## src/shared/itc_regs.svh

```systemverilog
// Constants for the thermometer control block
`ifndef ITC_REGS_SVH
`define ITC_REGS_SVH
`define ITC_CLK_PERIOD_NS 100
`define ITC_T_REQ_NS 1440000
`define ITC_T_TOUT_LOW_NS 27000000
`define ITC_T_TOUT_HIGH_NS 45000
`define ITC_T_PWM_STEP_NS 1000
`define ITC_PWM_P_ZERO 8'h0080
`define ITC_PWM_FULL 10'h3FF
`define ITC_FIR_WIN 8'hFF
`define ITC_SCALE_SHIFT 7
`define ITC_CMD_AMB 8'h06
`define ITC_CMD_OBJ 8'h07
`define ITC_CELL_ONCHIP_TEMP_SENSOR 2'h0
`define ITC_CELL_IR1 2'h1
`define ITC_CELL_IR2 2'h2
`define ITC_TX_IDLE 8'hFF
`endif

```

## src/shared/itc_pkg.sv

```systemverilog
// Types for the thermometer control block
package itc_pkg;
  typedef enum logic [4:0] {
    MS_AMB = 5'b00001,
    MS_IR1 = 5'b00010,
    MS_IR2 = 5'b00100,
    MS_CALC = 5'b01000,
    MS_LOAD = 5'b10000
  } itc_meas_t;
  typedef enum logic [6:0] {
    BS_IDLE = 7'b0000001,
    BS_ADDR = 7'b0000010,
    BS_AACK = 7'b0000100,
    BS_CMD = 7'b0001000,
    BS_CACK = 7'b0010000,
    BS_TX = 7'b0100000,
    BS_MACK = 7'b1000000
  } itc_bus_t;
endpackage : itc_pkg

```

## src/itc_top.sv

```systemverilog
// Thermometer digital control: measurement sequencing, two-wire target, PWM and pin mux
`timescale 1ns/10ps
`include "itc_regs.svh"
module itc_top
  import itc_pkg::*;
#(
  parameter int REQ_CYC = (`ITC_T_REQ_NS + `ITC_CLK_PERIOD_NS - 1) / `ITC_CLK_PERIOD_NS,
  parameter int TLOW_CYC = (`ITC_T_TOUT_LOW_NS + `ITC_CLK_PERIOD_NS - 1) / `ITC_CLK_PERIOD_NS
) (
  input wire logic core_clk_in,
  input wire logic rst_b_in,
  input wire logic scl_in,
  input wire logic sda_in,
  input wire logic sd_bit_in,
  input wire logic pwm_enable_in,
  input wire logic pwm_single_in,
  input wire logic pwm_push_pull_in,
  input wire logic relay_mode_in,
  input wire logic [6:0] pwm_period_mult_in,
  input wire logic [1:0] iir_shift_in,
  input wire logic [15:0] obj_min_in,
  input wire logic [15:0] obj_max_in,
  input wire logic [3:0] pwm_range_shift_in,
  input wire logic [6:0] target_bus_address_in,
  output logic sda_out,
  output logic sda_oe_b_out,
  output logic [1:0] sensor_sel_out,
  output logic [15:0] ambient_temperature_out,
  output logic [15:0] object_temperature_out,
  output logic meas_done_out,
  output logic serial_mode_out
);
  localparam int THIGH_CYC = (`ITC_T_TOUT_HIGH_NS + `ITC_CLK_PERIOD_NS - 1) / `ITC_CLK_PERIOD_NS;
  localparam int STEP_CYC = `ITC_T_PWM_STEP_NS / `ITC_CLK_PERIOD_NS;

  function automatic logic [15:0] iir_step(input logic [15:0] y, input logic [15:0] x, input logic [1:0] k);
    logic [16:0] d;
    d = {1'b0, x} - {1'b0, y};
    iir_step = 16'(17'(y) + 17'($signed(d) >>> k));
  endfunction : iir_step

  function automatic logic [9:0] pwm_scale(input logic [15:0] t, input logic [15:0] lo, input logic [3:0] sh);
    logic [15:0] v;
    v = (t > lo) ? ((t - lo) >> sh) : 16'h0000;
    pwm_scale = (v > 16'(`ITC_PWM_FULL)) ? `ITC_PWM_FULL : v[9:0];
  endfunction : pwm_scale

  // ----------------------------------------
  // Input synchronisers
  // ----------------------------------------
  logic [1:0] scl_sync_reg, sda_sync_reg, sd_sync_reg;
  logic scl_d_reg, sda_d_reg;
  always_ff @(posedge core_clk_in or negedge rst_b_in) begin
    if (!rst_b_in) begin
      // Data pin sits low during reset
      scl_sync_reg <= 2'b11;
      sda_sync_reg <= 2'b00;
      sd_sync_reg <= 2'b00;
      scl_d_reg <= 1'b1;
      sda_d_reg <= 1'b0;
    end else begin
      scl_sync_reg <= {scl_sync_reg[0], scl_in};
      sda_sync_reg <= {sda_sync_reg[0], sda_in};
      sd_sync_reg <= {sd_sync_reg[0], sd_bit_in};
      scl_d_reg <= scl_sync_reg[1];
      sda_d_reg <= sda_sync_reg[1];
    end
  end
  wire scl_s = scl_sync_reg[1];
  wire sda_s = sda_sync_reg[1];
  wire scl_rise = scl_s & ~scl_d_reg;
  wire scl_fall = ~scl_s & scl_d_reg;
  wire bus_start = scl_s & scl_d_reg & sda_d_reg & ~sda_s;
  wire bus_stop = scl_s & scl_d_reg & ~sda_d_reg & sda_s;

  // ----------------------------------------
  // Measurement sequencer and filters
  // ----------------------------------------
  itc_meas_t meas_reg;
  logic [15:0] ram_reg [0:2];
  logic [7:0] win_reg;
  logic [8:0] acc_reg;
  logic [9:0] duty_reg;
  logic relay_lvl_reg;
  wire [15:0] fir_out = 16'(acc_reg) << `ITC_SCALE_SHIFT;
  always_ff @(posedge core_clk_in or negedge rst_b_in) begin
    if (!rst_b_in) begin
      meas_reg <= MS_AMB;
      win_reg <= 8'h00;
      acc_reg <= 9'h000;
      sensor_sel_out <= `ITC_CELL_ONCHIP_TEMP_SENSOR;
      meas_done_out <= 1'b0;
      ram_reg[0] <= 16'h0000;
      ram_reg[1] <= 16'h0000;
      ram_reg[2] <= 16'h0000;
    end else begin
      meas_done_out <= 1'b0;
      unique case (meas_reg)
        MS_AMB, MS_IR1, MS_IR2: begin
          acc_reg <= 9'(acc_reg + {8'h00, sd_sync_reg[1]});
          win_reg <= 8'(win_reg + 8'h01);
          if (win_reg == `ITC_FIR_WIN) begin
            acc_reg <= 9'h000;
            ram_reg[sensor_sel_out] <= iir_step(ram_reg[sensor_sel_out], fir_out, iir_shift_in);
            unique case (meas_reg)
              MS_AMB: begin
                meas_reg <= MS_IR1;
                sensor_sel_out <= `ITC_CELL_IR1;
              end
              MS_IR1: begin
                meas_reg <= MS_IR2;
                sensor_sel_out <= `ITC_CELL_IR2;
              end
              default: begin
                meas_reg <= MS_CALC;
                sensor_sel_out <= `ITC_CELL_ONCHIP_TEMP_SENSOR;
              end
            endcase
          end
        end
        MS_CALC: meas_reg <= MS_LOAD;
        MS_LOAD: begin
          meas_reg <= MS_AMB;
          meas_done_out <= 1'b1;
        end
      endcase
    end
  end

  always_ff @(posedge core_clk_in or negedge rst_b_in) begin
    if (!rst_b_in) begin
      ambient_temperature_out <= 16'h0000;
      object_temperature_out <= 16'h0000;
      duty_reg <= 10'h000;
      relay_lvl_reg <= 1'b0;
    end else if (meas_reg == MS_CALC) begin
      ambient_temperature_out <= ram_reg[`ITC_CELL_ONCHIP_TEMP_SENSOR];
      object_temperature_out <= 16'(ram_reg[`ITC_CELL_IR1] - ram_reg[`ITC_CELL_IR2] + ram_reg[`ITC_CELL_ONCHIP_TEMP_SENSOR]);
    end else if (meas_reg == MS_LOAD) begin
      duty_reg <= pwm_scale(object_temperature_out, obj_min_in, pwm_range_shift_in);
      relay_lvl_reg <= object_temperature_out >= obj_max_in;
    end
  end

  // ----------------------------------------
  // Free-running PWM
  // ----------------------------------------
  logic [8:0] step_mul;
  logic [15:0] pre_reg;
  logic [9:0] pos_reg;
  logic pwm_lvl_reg;
  always_comb begin
    step_mul = (pwm_period_mult_in == 7'h00) ? 9'(`ITC_PWM_P_ZERO) : {2'b00, pwm_period_mult_in};
    if (!pwm_single_in) begin
      step_mul = 9'(step_mul << 1);
    end
  end
  always_ff @(posedge core_clk_in or negedge rst_b_in) begin
    if (!rst_b_in) begin
      pre_reg <= 16'h0000;
      pos_reg <= 10'h000;
      pwm_lvl_reg <= 1'b0;
    end else begin
      if (pre_reg >= 16'(STEP_CYC * step_mul - 1)) begin
        pre_reg <= 16'h0000;
        pos_reg <= 10'(pos_reg + 10'h001);
        pwm_lvl_reg <= pos_reg < duty_reg;
      end else begin
        pre_reg <= 16'(pre_reg + 16'h0001);
      end
    end
  end

  // ----------------------------------------
  // Two-wire target
  // ----------------------------------------
  itc_bus_t bus_reg;
  logic [7:0] rx_reg, cmd_reg, tx_reg;
  logic [3:0] bit_reg;
  logic [1:0] byte_reg;
  logic rw_reg, nack_reg, drive_low_reg, forced_reg;
  logic [18:0] low_cnt_reg;
  logic [9:0] high_cnt_reg;
  logic [15:0] rd_word;
  always_comb begin
    unique case (cmd_reg)
      `ITC_CMD_AMB: rd_word = ambient_temperature_out;
      `ITC_CMD_OBJ: rd_word = object_temperature_out;
      8'h00, 8'h01, 8'h02: rd_word = ram_reg[cmd_reg[1:0]];
      default: rd_word = 16'h0000;
    endcase
  end
  wire tout_low = low_cnt_reg >= 19'(TLOW_CYC);
  wire tout_high = (bus_reg != BS_IDLE) && (high_cnt_reg >= 10'(THIGH_CYC));

  always_ff @(posedge core_clk_in or negedge rst_b_in) begin
    if (!rst_b_in) begin
      low_cnt_reg <= 19'h0_0000;
      high_cnt_reg <= 10'h000;
      forced_reg <= 1'b0;
    end else begin
      low_cnt_reg <= scl_s ? 19'h0_0000 : (tout_low ? low_cnt_reg : 19'(low_cnt_reg + 19'h0_0001));
      high_cnt_reg <= (!scl_s || bus_reg == BS_IDLE) ? 10'h000 : 10'(high_cnt_reg + 10'h001);
      if (low_cnt_reg >= 19'(REQ_CYC)) begin
        forced_reg <= 1'b1;
      end
    end
  end

  always_ff @(posedge core_clk_in or negedge rst_b_in) begin
    if (!rst_b_in) begin
      bus_reg <= BS_IDLE;
      rx_reg <= 8'h00;
      cmd_reg <= 8'h00;
      tx_reg <= `ITC_TX_IDLE;
      bit_reg <= 4'h0;
      byte_reg <= 2'h0;
      rw_reg <= 1'b0;
      nack_reg <= 1'b0;
      drive_low_reg <= 1'b0;
    end else if (tout_low || tout_high || bus_stop || !serial_mode_out) begin
      bus_reg <= BS_IDLE;
      drive_low_reg <= 1'b0;
    end else if (bus_start) begin
      bus_reg <= BS_ADDR;
      bit_reg <= 4'h0;
      drive_low_reg <= 1'b0;
    end else if (scl_rise) begin
      if (bus_reg == BS_ADDR || bus_reg == BS_CMD) begin
        rx_reg <= {rx_reg[6:0], sda_s};
        bit_reg <= 4'(bit_reg + 4'h1);
      end
      if (bus_reg == BS_MACK) begin
        nack_reg <= sda_s;
      end
    end else if (scl_fall) begin
      unique case (bus_reg)
        BS_IDLE: drive_low_reg <= 1'b0;
        BS_ADDR: if (bit_reg == 4'h8) begin
          if (rx_reg[7:1] == target_bus_address_in) begin
            bus_reg <= BS_AACK;
            rw_reg <= rx_reg[0];
            drive_low_reg <= 1'b1;
          end else begin
            bus_reg <= BS_IDLE;
          end
        end
        BS_AACK: begin
          bit_reg <= 4'h0;
          byte_reg <= 2'h0;
          if (rw_reg) begin
            bus_reg <= BS_TX;
            tx_reg <= {rd_word[6:0], 1'b0};
            drive_low_reg <= ~rd_word[7];
          end else begin
            bus_reg <= BS_CMD;
            drive_low_reg <= 1'b0;
          end
        end
        BS_CMD: if (bit_reg == 4'h8) begin
          if (byte_reg == 2'h0) begin
            cmd_reg <= rx_reg;
          end
          bus_reg <= BS_CACK;
          drive_low_reg <= 1'b1;
        end
        BS_CACK: begin
          bus_reg <= BS_CMD;
          bit_reg <= 4'h0;
          byte_reg <= 2'h1;
          drive_low_reg <= 1'b0;
        end
        BS_TX: if (bit_reg == 4'h7) begin
          bus_reg <= BS_MACK;
          drive_low_reg <= 1'b0;
        end else begin
          bit_reg <= 4'(bit_reg + 4'h1);
          drive_low_reg <= ~tx_reg[7];
          tx_reg <= {tx_reg[6:0], 1'b1};
        end
        BS_MACK: if (nack_reg) begin
          bus_reg <= BS_IDLE;
        end else begin
          bus_reg <= BS_TX;
          bit_reg <= 4'h0;
          byte_reg <= 2'h1;
          tx_reg <= (byte_reg == 2'h0) ? {rd_word[14:8], 1'b1} : `ITC_TX_IDLE;
          drive_low_reg <= (byte_reg == 2'h0) ? ~rd_word[15] : 1'b0;
        end
      endcase
    end
  end

  // ----------------------------------------
  // Shared pin function
  // ----------------------------------------
  always_ff @(posedge core_clk_in or negedge rst_b_in) begin
    if (!rst_b_in) begin
      serial_mode_out <= 1'b1;
      sda_out <= 1'b0;
      sda_oe_b_out <= 1'b0;
    end else begin
      serial_mode_out <= !pwm_enable_in || forced_reg;
      if (!pwm_enable_in || forced_reg) begin
        sda_out <= 1'b0;
        sda_oe_b_out <= ~drive_low_reg;
      end else begin
        sda_out <= relay_mode_in ? relay_lvl_reg : pwm_lvl_reg;
        sda_oe_b_out <= pwm_push_pull_in ? 1'b0 : (relay_mode_in ? relay_lvl_reg : pwm_lvl_reg);
      end
    end
  end
endmodule : itc_top

```

## config.mk

```make
export PLATFORM = sky130hd
export DESIGN_NAME = itc_top
export DESIGN_NICKNAME = d
export VERILOG_FILES = /design/src/shared/itc_pkg.sv /design/src/itc_top.sv
export VERILOG_INCLUDE_DIRS = /design/src /design/src/shared
export SDC_FILE = /design/constraint.sdc
export NUM_CORES = 1
export LEC_CHECK = 0
export BUFFER_PORTS_ARGS = -buffer_cell sky130_fd_sc_hd__buf_2
export CORE_UTILIZATION = 35
export CTS_CLUSTER_SIZE = 12
export DETAILED_ROUTE_END_ITERATION = 6
export GPL_TIMING_DRIVEN = 0
export PLACE_DENSITY_LB_ADDON = 0.15
export REMOVE_ABC_BUFFERS = 1
export SLEW_MARGIN = 20
export SYNTH_ARGS = -nofsm -noshare
export SYNTH_HDL_FRONTEND = slang
export SYNTH_SLANG_ARGS = --single-unit
```

## constraint.sdc

```tcl
create_clock -name core_clk_in -period 7.25 [get_ports core_clk_in]
set_clock_uncertainty 0.05 [all_clocks]
set_input_delay 0 -clock core_clk_in [delete_from_list [all_inputs] [get_ports core_clk_in]]
set_output_delay 0 -clock core_clk_in [all_outputs]
set_load 0.03 [all_outputs]
```

==> results.cfg <==
[status]
status = finished, final reports clean

[worst_hold_path]
holdPathEnd = sd_sync_reg[0]
hp-class = primary input to flip-flop
min_path_cells = 2
worstHoldStart = sd_bit_in

[pwr]
p_sw_w = 0.00104
seqPwrFrac_pct = 38.9
p_int_w = 0.00248
peakVddDrop_mv = 0.184
power_density_nw_per_um2 = 190
p_comb_share_pct = 21.4
p_leak_nw = 8.60
swShare_pct = 29.6
clkPwrFrac_pct = 39.7

[clock_tree]
cts_made_buffers = 29
clock_latency_ns = 0.56
path_clk_slew_ns = 0.06
cts.sinks = 223
clock-root-buffer = clkbuf_16
cts_tree = yes
cts_resized = 0
cts_max_path_buffers = 3
post_cts_buffers = 0
htreeDepth = 1

[floorplanning]
num_rows = 78
dieArea_um2 = 47300
start_util_pct = 35.7
core-area_um2 = 45600
io_pins = 99
die_w_um = 218
dieHeight_um = 218

[sta]
post-route-period-util_pct = 87.6
rsz0062_at_grt = false
hold_slack_ns = 0.0440
finalCriticalPeriod_ns = 6.35
setup_viol = 0
clock.fmax_mhz = 157
worstMarginPinSlew_ns = 1.10
setup_tns_ns = 0
drv_slew = 0
max_slew_margin_pct = 26.5
hold_viol_final = 0

[placement]
portBuffers = 98
place_congestion = 0.845
placed_area_um2 = 17500
place.detailed.hpwl_mm = 31.8

[global_route]
first_global_vias = 13018
antenna_found_initial = 1
grt_max_degree = 94
grt.overflow.total = 0
grt_first_pass_wirelength_mm = 67.4
track_usage_pct = 17.5

[worst_setup_path]
cp_num_cells = 22
max_stage_delay_ns = 0.82
worstSetupEndpointType = flip-flop
crit_family = compound AO/OA/AOI/OAI gates
reg2reg_from = sensor_sel_out[1]
cp_slowest_cell = dfrtp_1
path_buf_inv = 2
worst_r2r_path_depth = 22
start_kind = flip-flop
reg2reg_to = ram_reg[31]
critPathKind = flip-flop to flip-flop
worstPathArrival_ns = 6.73
worstPathRequired_ns = 7.63
path_cells = nor2b_2, a21o_1, inv_1, ha_1, nand2_1, nor3_1, inv_1, o21ai_0, a21oi_1, xnor2_1, mux2i_1, mux2i_1, ha_1, o2bb2a_1, o31ai_1, or4_1, a31oi_1, nor2b_1, o21a_1, o41ai_2, xnor3_1, mux2_2
r2r_slack_ns = 0.90
path_max_fanout = 20

[drt]
wl_per_cell_um = 16.0
drt_iter0_drc = 600
ant_nets = 0
drc = 0
firstDrtPassIters = 6
avgViaCountPerCell = 5.11
totalWireLength_mm = 41.3
via_count = 13156

[synth]
yosysWarnings = 0
yosysTopAreaCell = dfrtp_1
synth_area_leaders = dfrtp_1 (32%), ha_1 (9.8%), nand2_1 (4.6%)
post_synth_instance_area_um2 = 16300
ys_async_sr_fraction_pct = 100
synth_common_cells = dfrtp_1 (209), nand2_1 (199), nor2_1 (191)
synth_seq_cells = 223
synth_most_common_cell = dfrtp_1
syn_inst = 1855
yosysUniqueCellTypes = 81
synth_edf_count = 0
synth_area_per_cell_um2 = 8.77
synthFlopType = dfrtp_1
ys_seq_area_share_pct = 34.4
yosys.area.top_type_share_pct = 32.1

[layout]
seqCellArea_um2 = 5600
largest_reg_flops = 48
diodes = 0
drive_gt1_share_pct = 12.1
fill_cells = 4515
nets = 2158
syn2layout_area_growth_pct = 14.2
multiInputGateArea_um2 = 9890
design_area_um2 = 18600

[run]
drv_cap = 0
-- cell type report --
class,count,share of cell area (%)
Clock buffer,45,4.66
Clock inverter,7,0.357
Inverter,153,3.09
Multi-Input combinational cell,1419,53.2
Sequential cell,223,30.1
Tap cell,600,4.04
Timing Repair Buffer,126,4.46
-- power by group through the flow --
stage	clock network, W	logic [W]	registers [W]
2_1_floorplan	0	0.000559	0.00138
3_3_place_gp	0	0.000730	0.00139
3_5_place_dp	0	0.000748	0.00139
4_1_cts	0.00144	0.000762	0.00137
5_1_grt	0.00150	0.000871	0.00138
6_report	0.00140	0.000755	0.00137
-- how the worst max path moves through the flow --
stage               slack, ns               from     endpoint
floorplan                1.47  sensor_sel_out[0]  ram_reg[47]
detailed placement       0.66  sensor_sel_out[0]  ram_reg[31]
global placement         0.48  sensor_sel_out[0]  ram_reg[47]
global route             0.42  sensor_sel_out[1]  ram_reg[31]
finish                   0.90  sensor_sel_out[1]  ram_reg[31]
CTS                      0.64  sensor_sel_out[0]  ram_reg[31]
-- through the flow --
step / power, W / setup slack [ns] / cells / util [%]
after floorplan: 0.00194 / 1.47 / 1795 / -
after global placement: 0.00212 / 0.477 / 2493 / 37.9
after detailed placement: 0.00214 / 0.661 / 2505 / 38.3
after CTS: 0.00358 / 0.641 / 2573 / 40.8
after global routing: 0.00375 / 0.419 / 2573 / 40.8
final: 0.00353 / 0.899 / 2573 / 40.8
-- repair_timing --
action                     CTS  global route
hold endpoints to repair   140             0
hold buffers                16             0
setup endpoints to repair    0             0
-- kinds of logic (layout without fill, tap and decap cells) --
group | after synthesis | in the layout | share of synthesized area (%)
AO/OA/AOI/OAI | 419 | 419 | 16.4
multiplexers | 126 | 126 | 8.32
buffers and inverters | 213 | 331 | 4.97
flip-flops | 223 | 223 | 34.4
XOR/XNOR | 127 | 127 | 6.92
AND/OR/NAND/NOR | 602 | 602 | 17.0
adder cells (fa/ha/maj) | 145 | 145 | 12.0
-- metal layers --
metal	up-vias	global-route usage [%]	routed length, um
met2	172	30.4	19700
met3	54	2.55	1360
met1	6242	22.8	19300
li1	6688	-	-
met5	-	0	0
met4	0	4.27	942
-- cells in the final DEF (no fill, tap or decap), types with 29 or more instances in the layout --
cell / Yosys / final
nand2_1: 199 / 199
ha_1: 127 / 127
nor2_1: 191 / 191
a21oi_1: 90 / 90
dfrtp_1: 209 / 207
mux2_2: 46 / 46
mux2i_1: 70 / 70
xnor2_1: 63 / 63
a21o_1: 36 / 36
xor2_1: 63 / 63
inv_1: 151 / 151
buf_2: 7 / 97
nand3_1: 39 / 39
o21ai_0: 125 / 125
nor3_1: 33 / 30
clkbuf_16: 0 / 29
(Power assumes the default switching activity.)
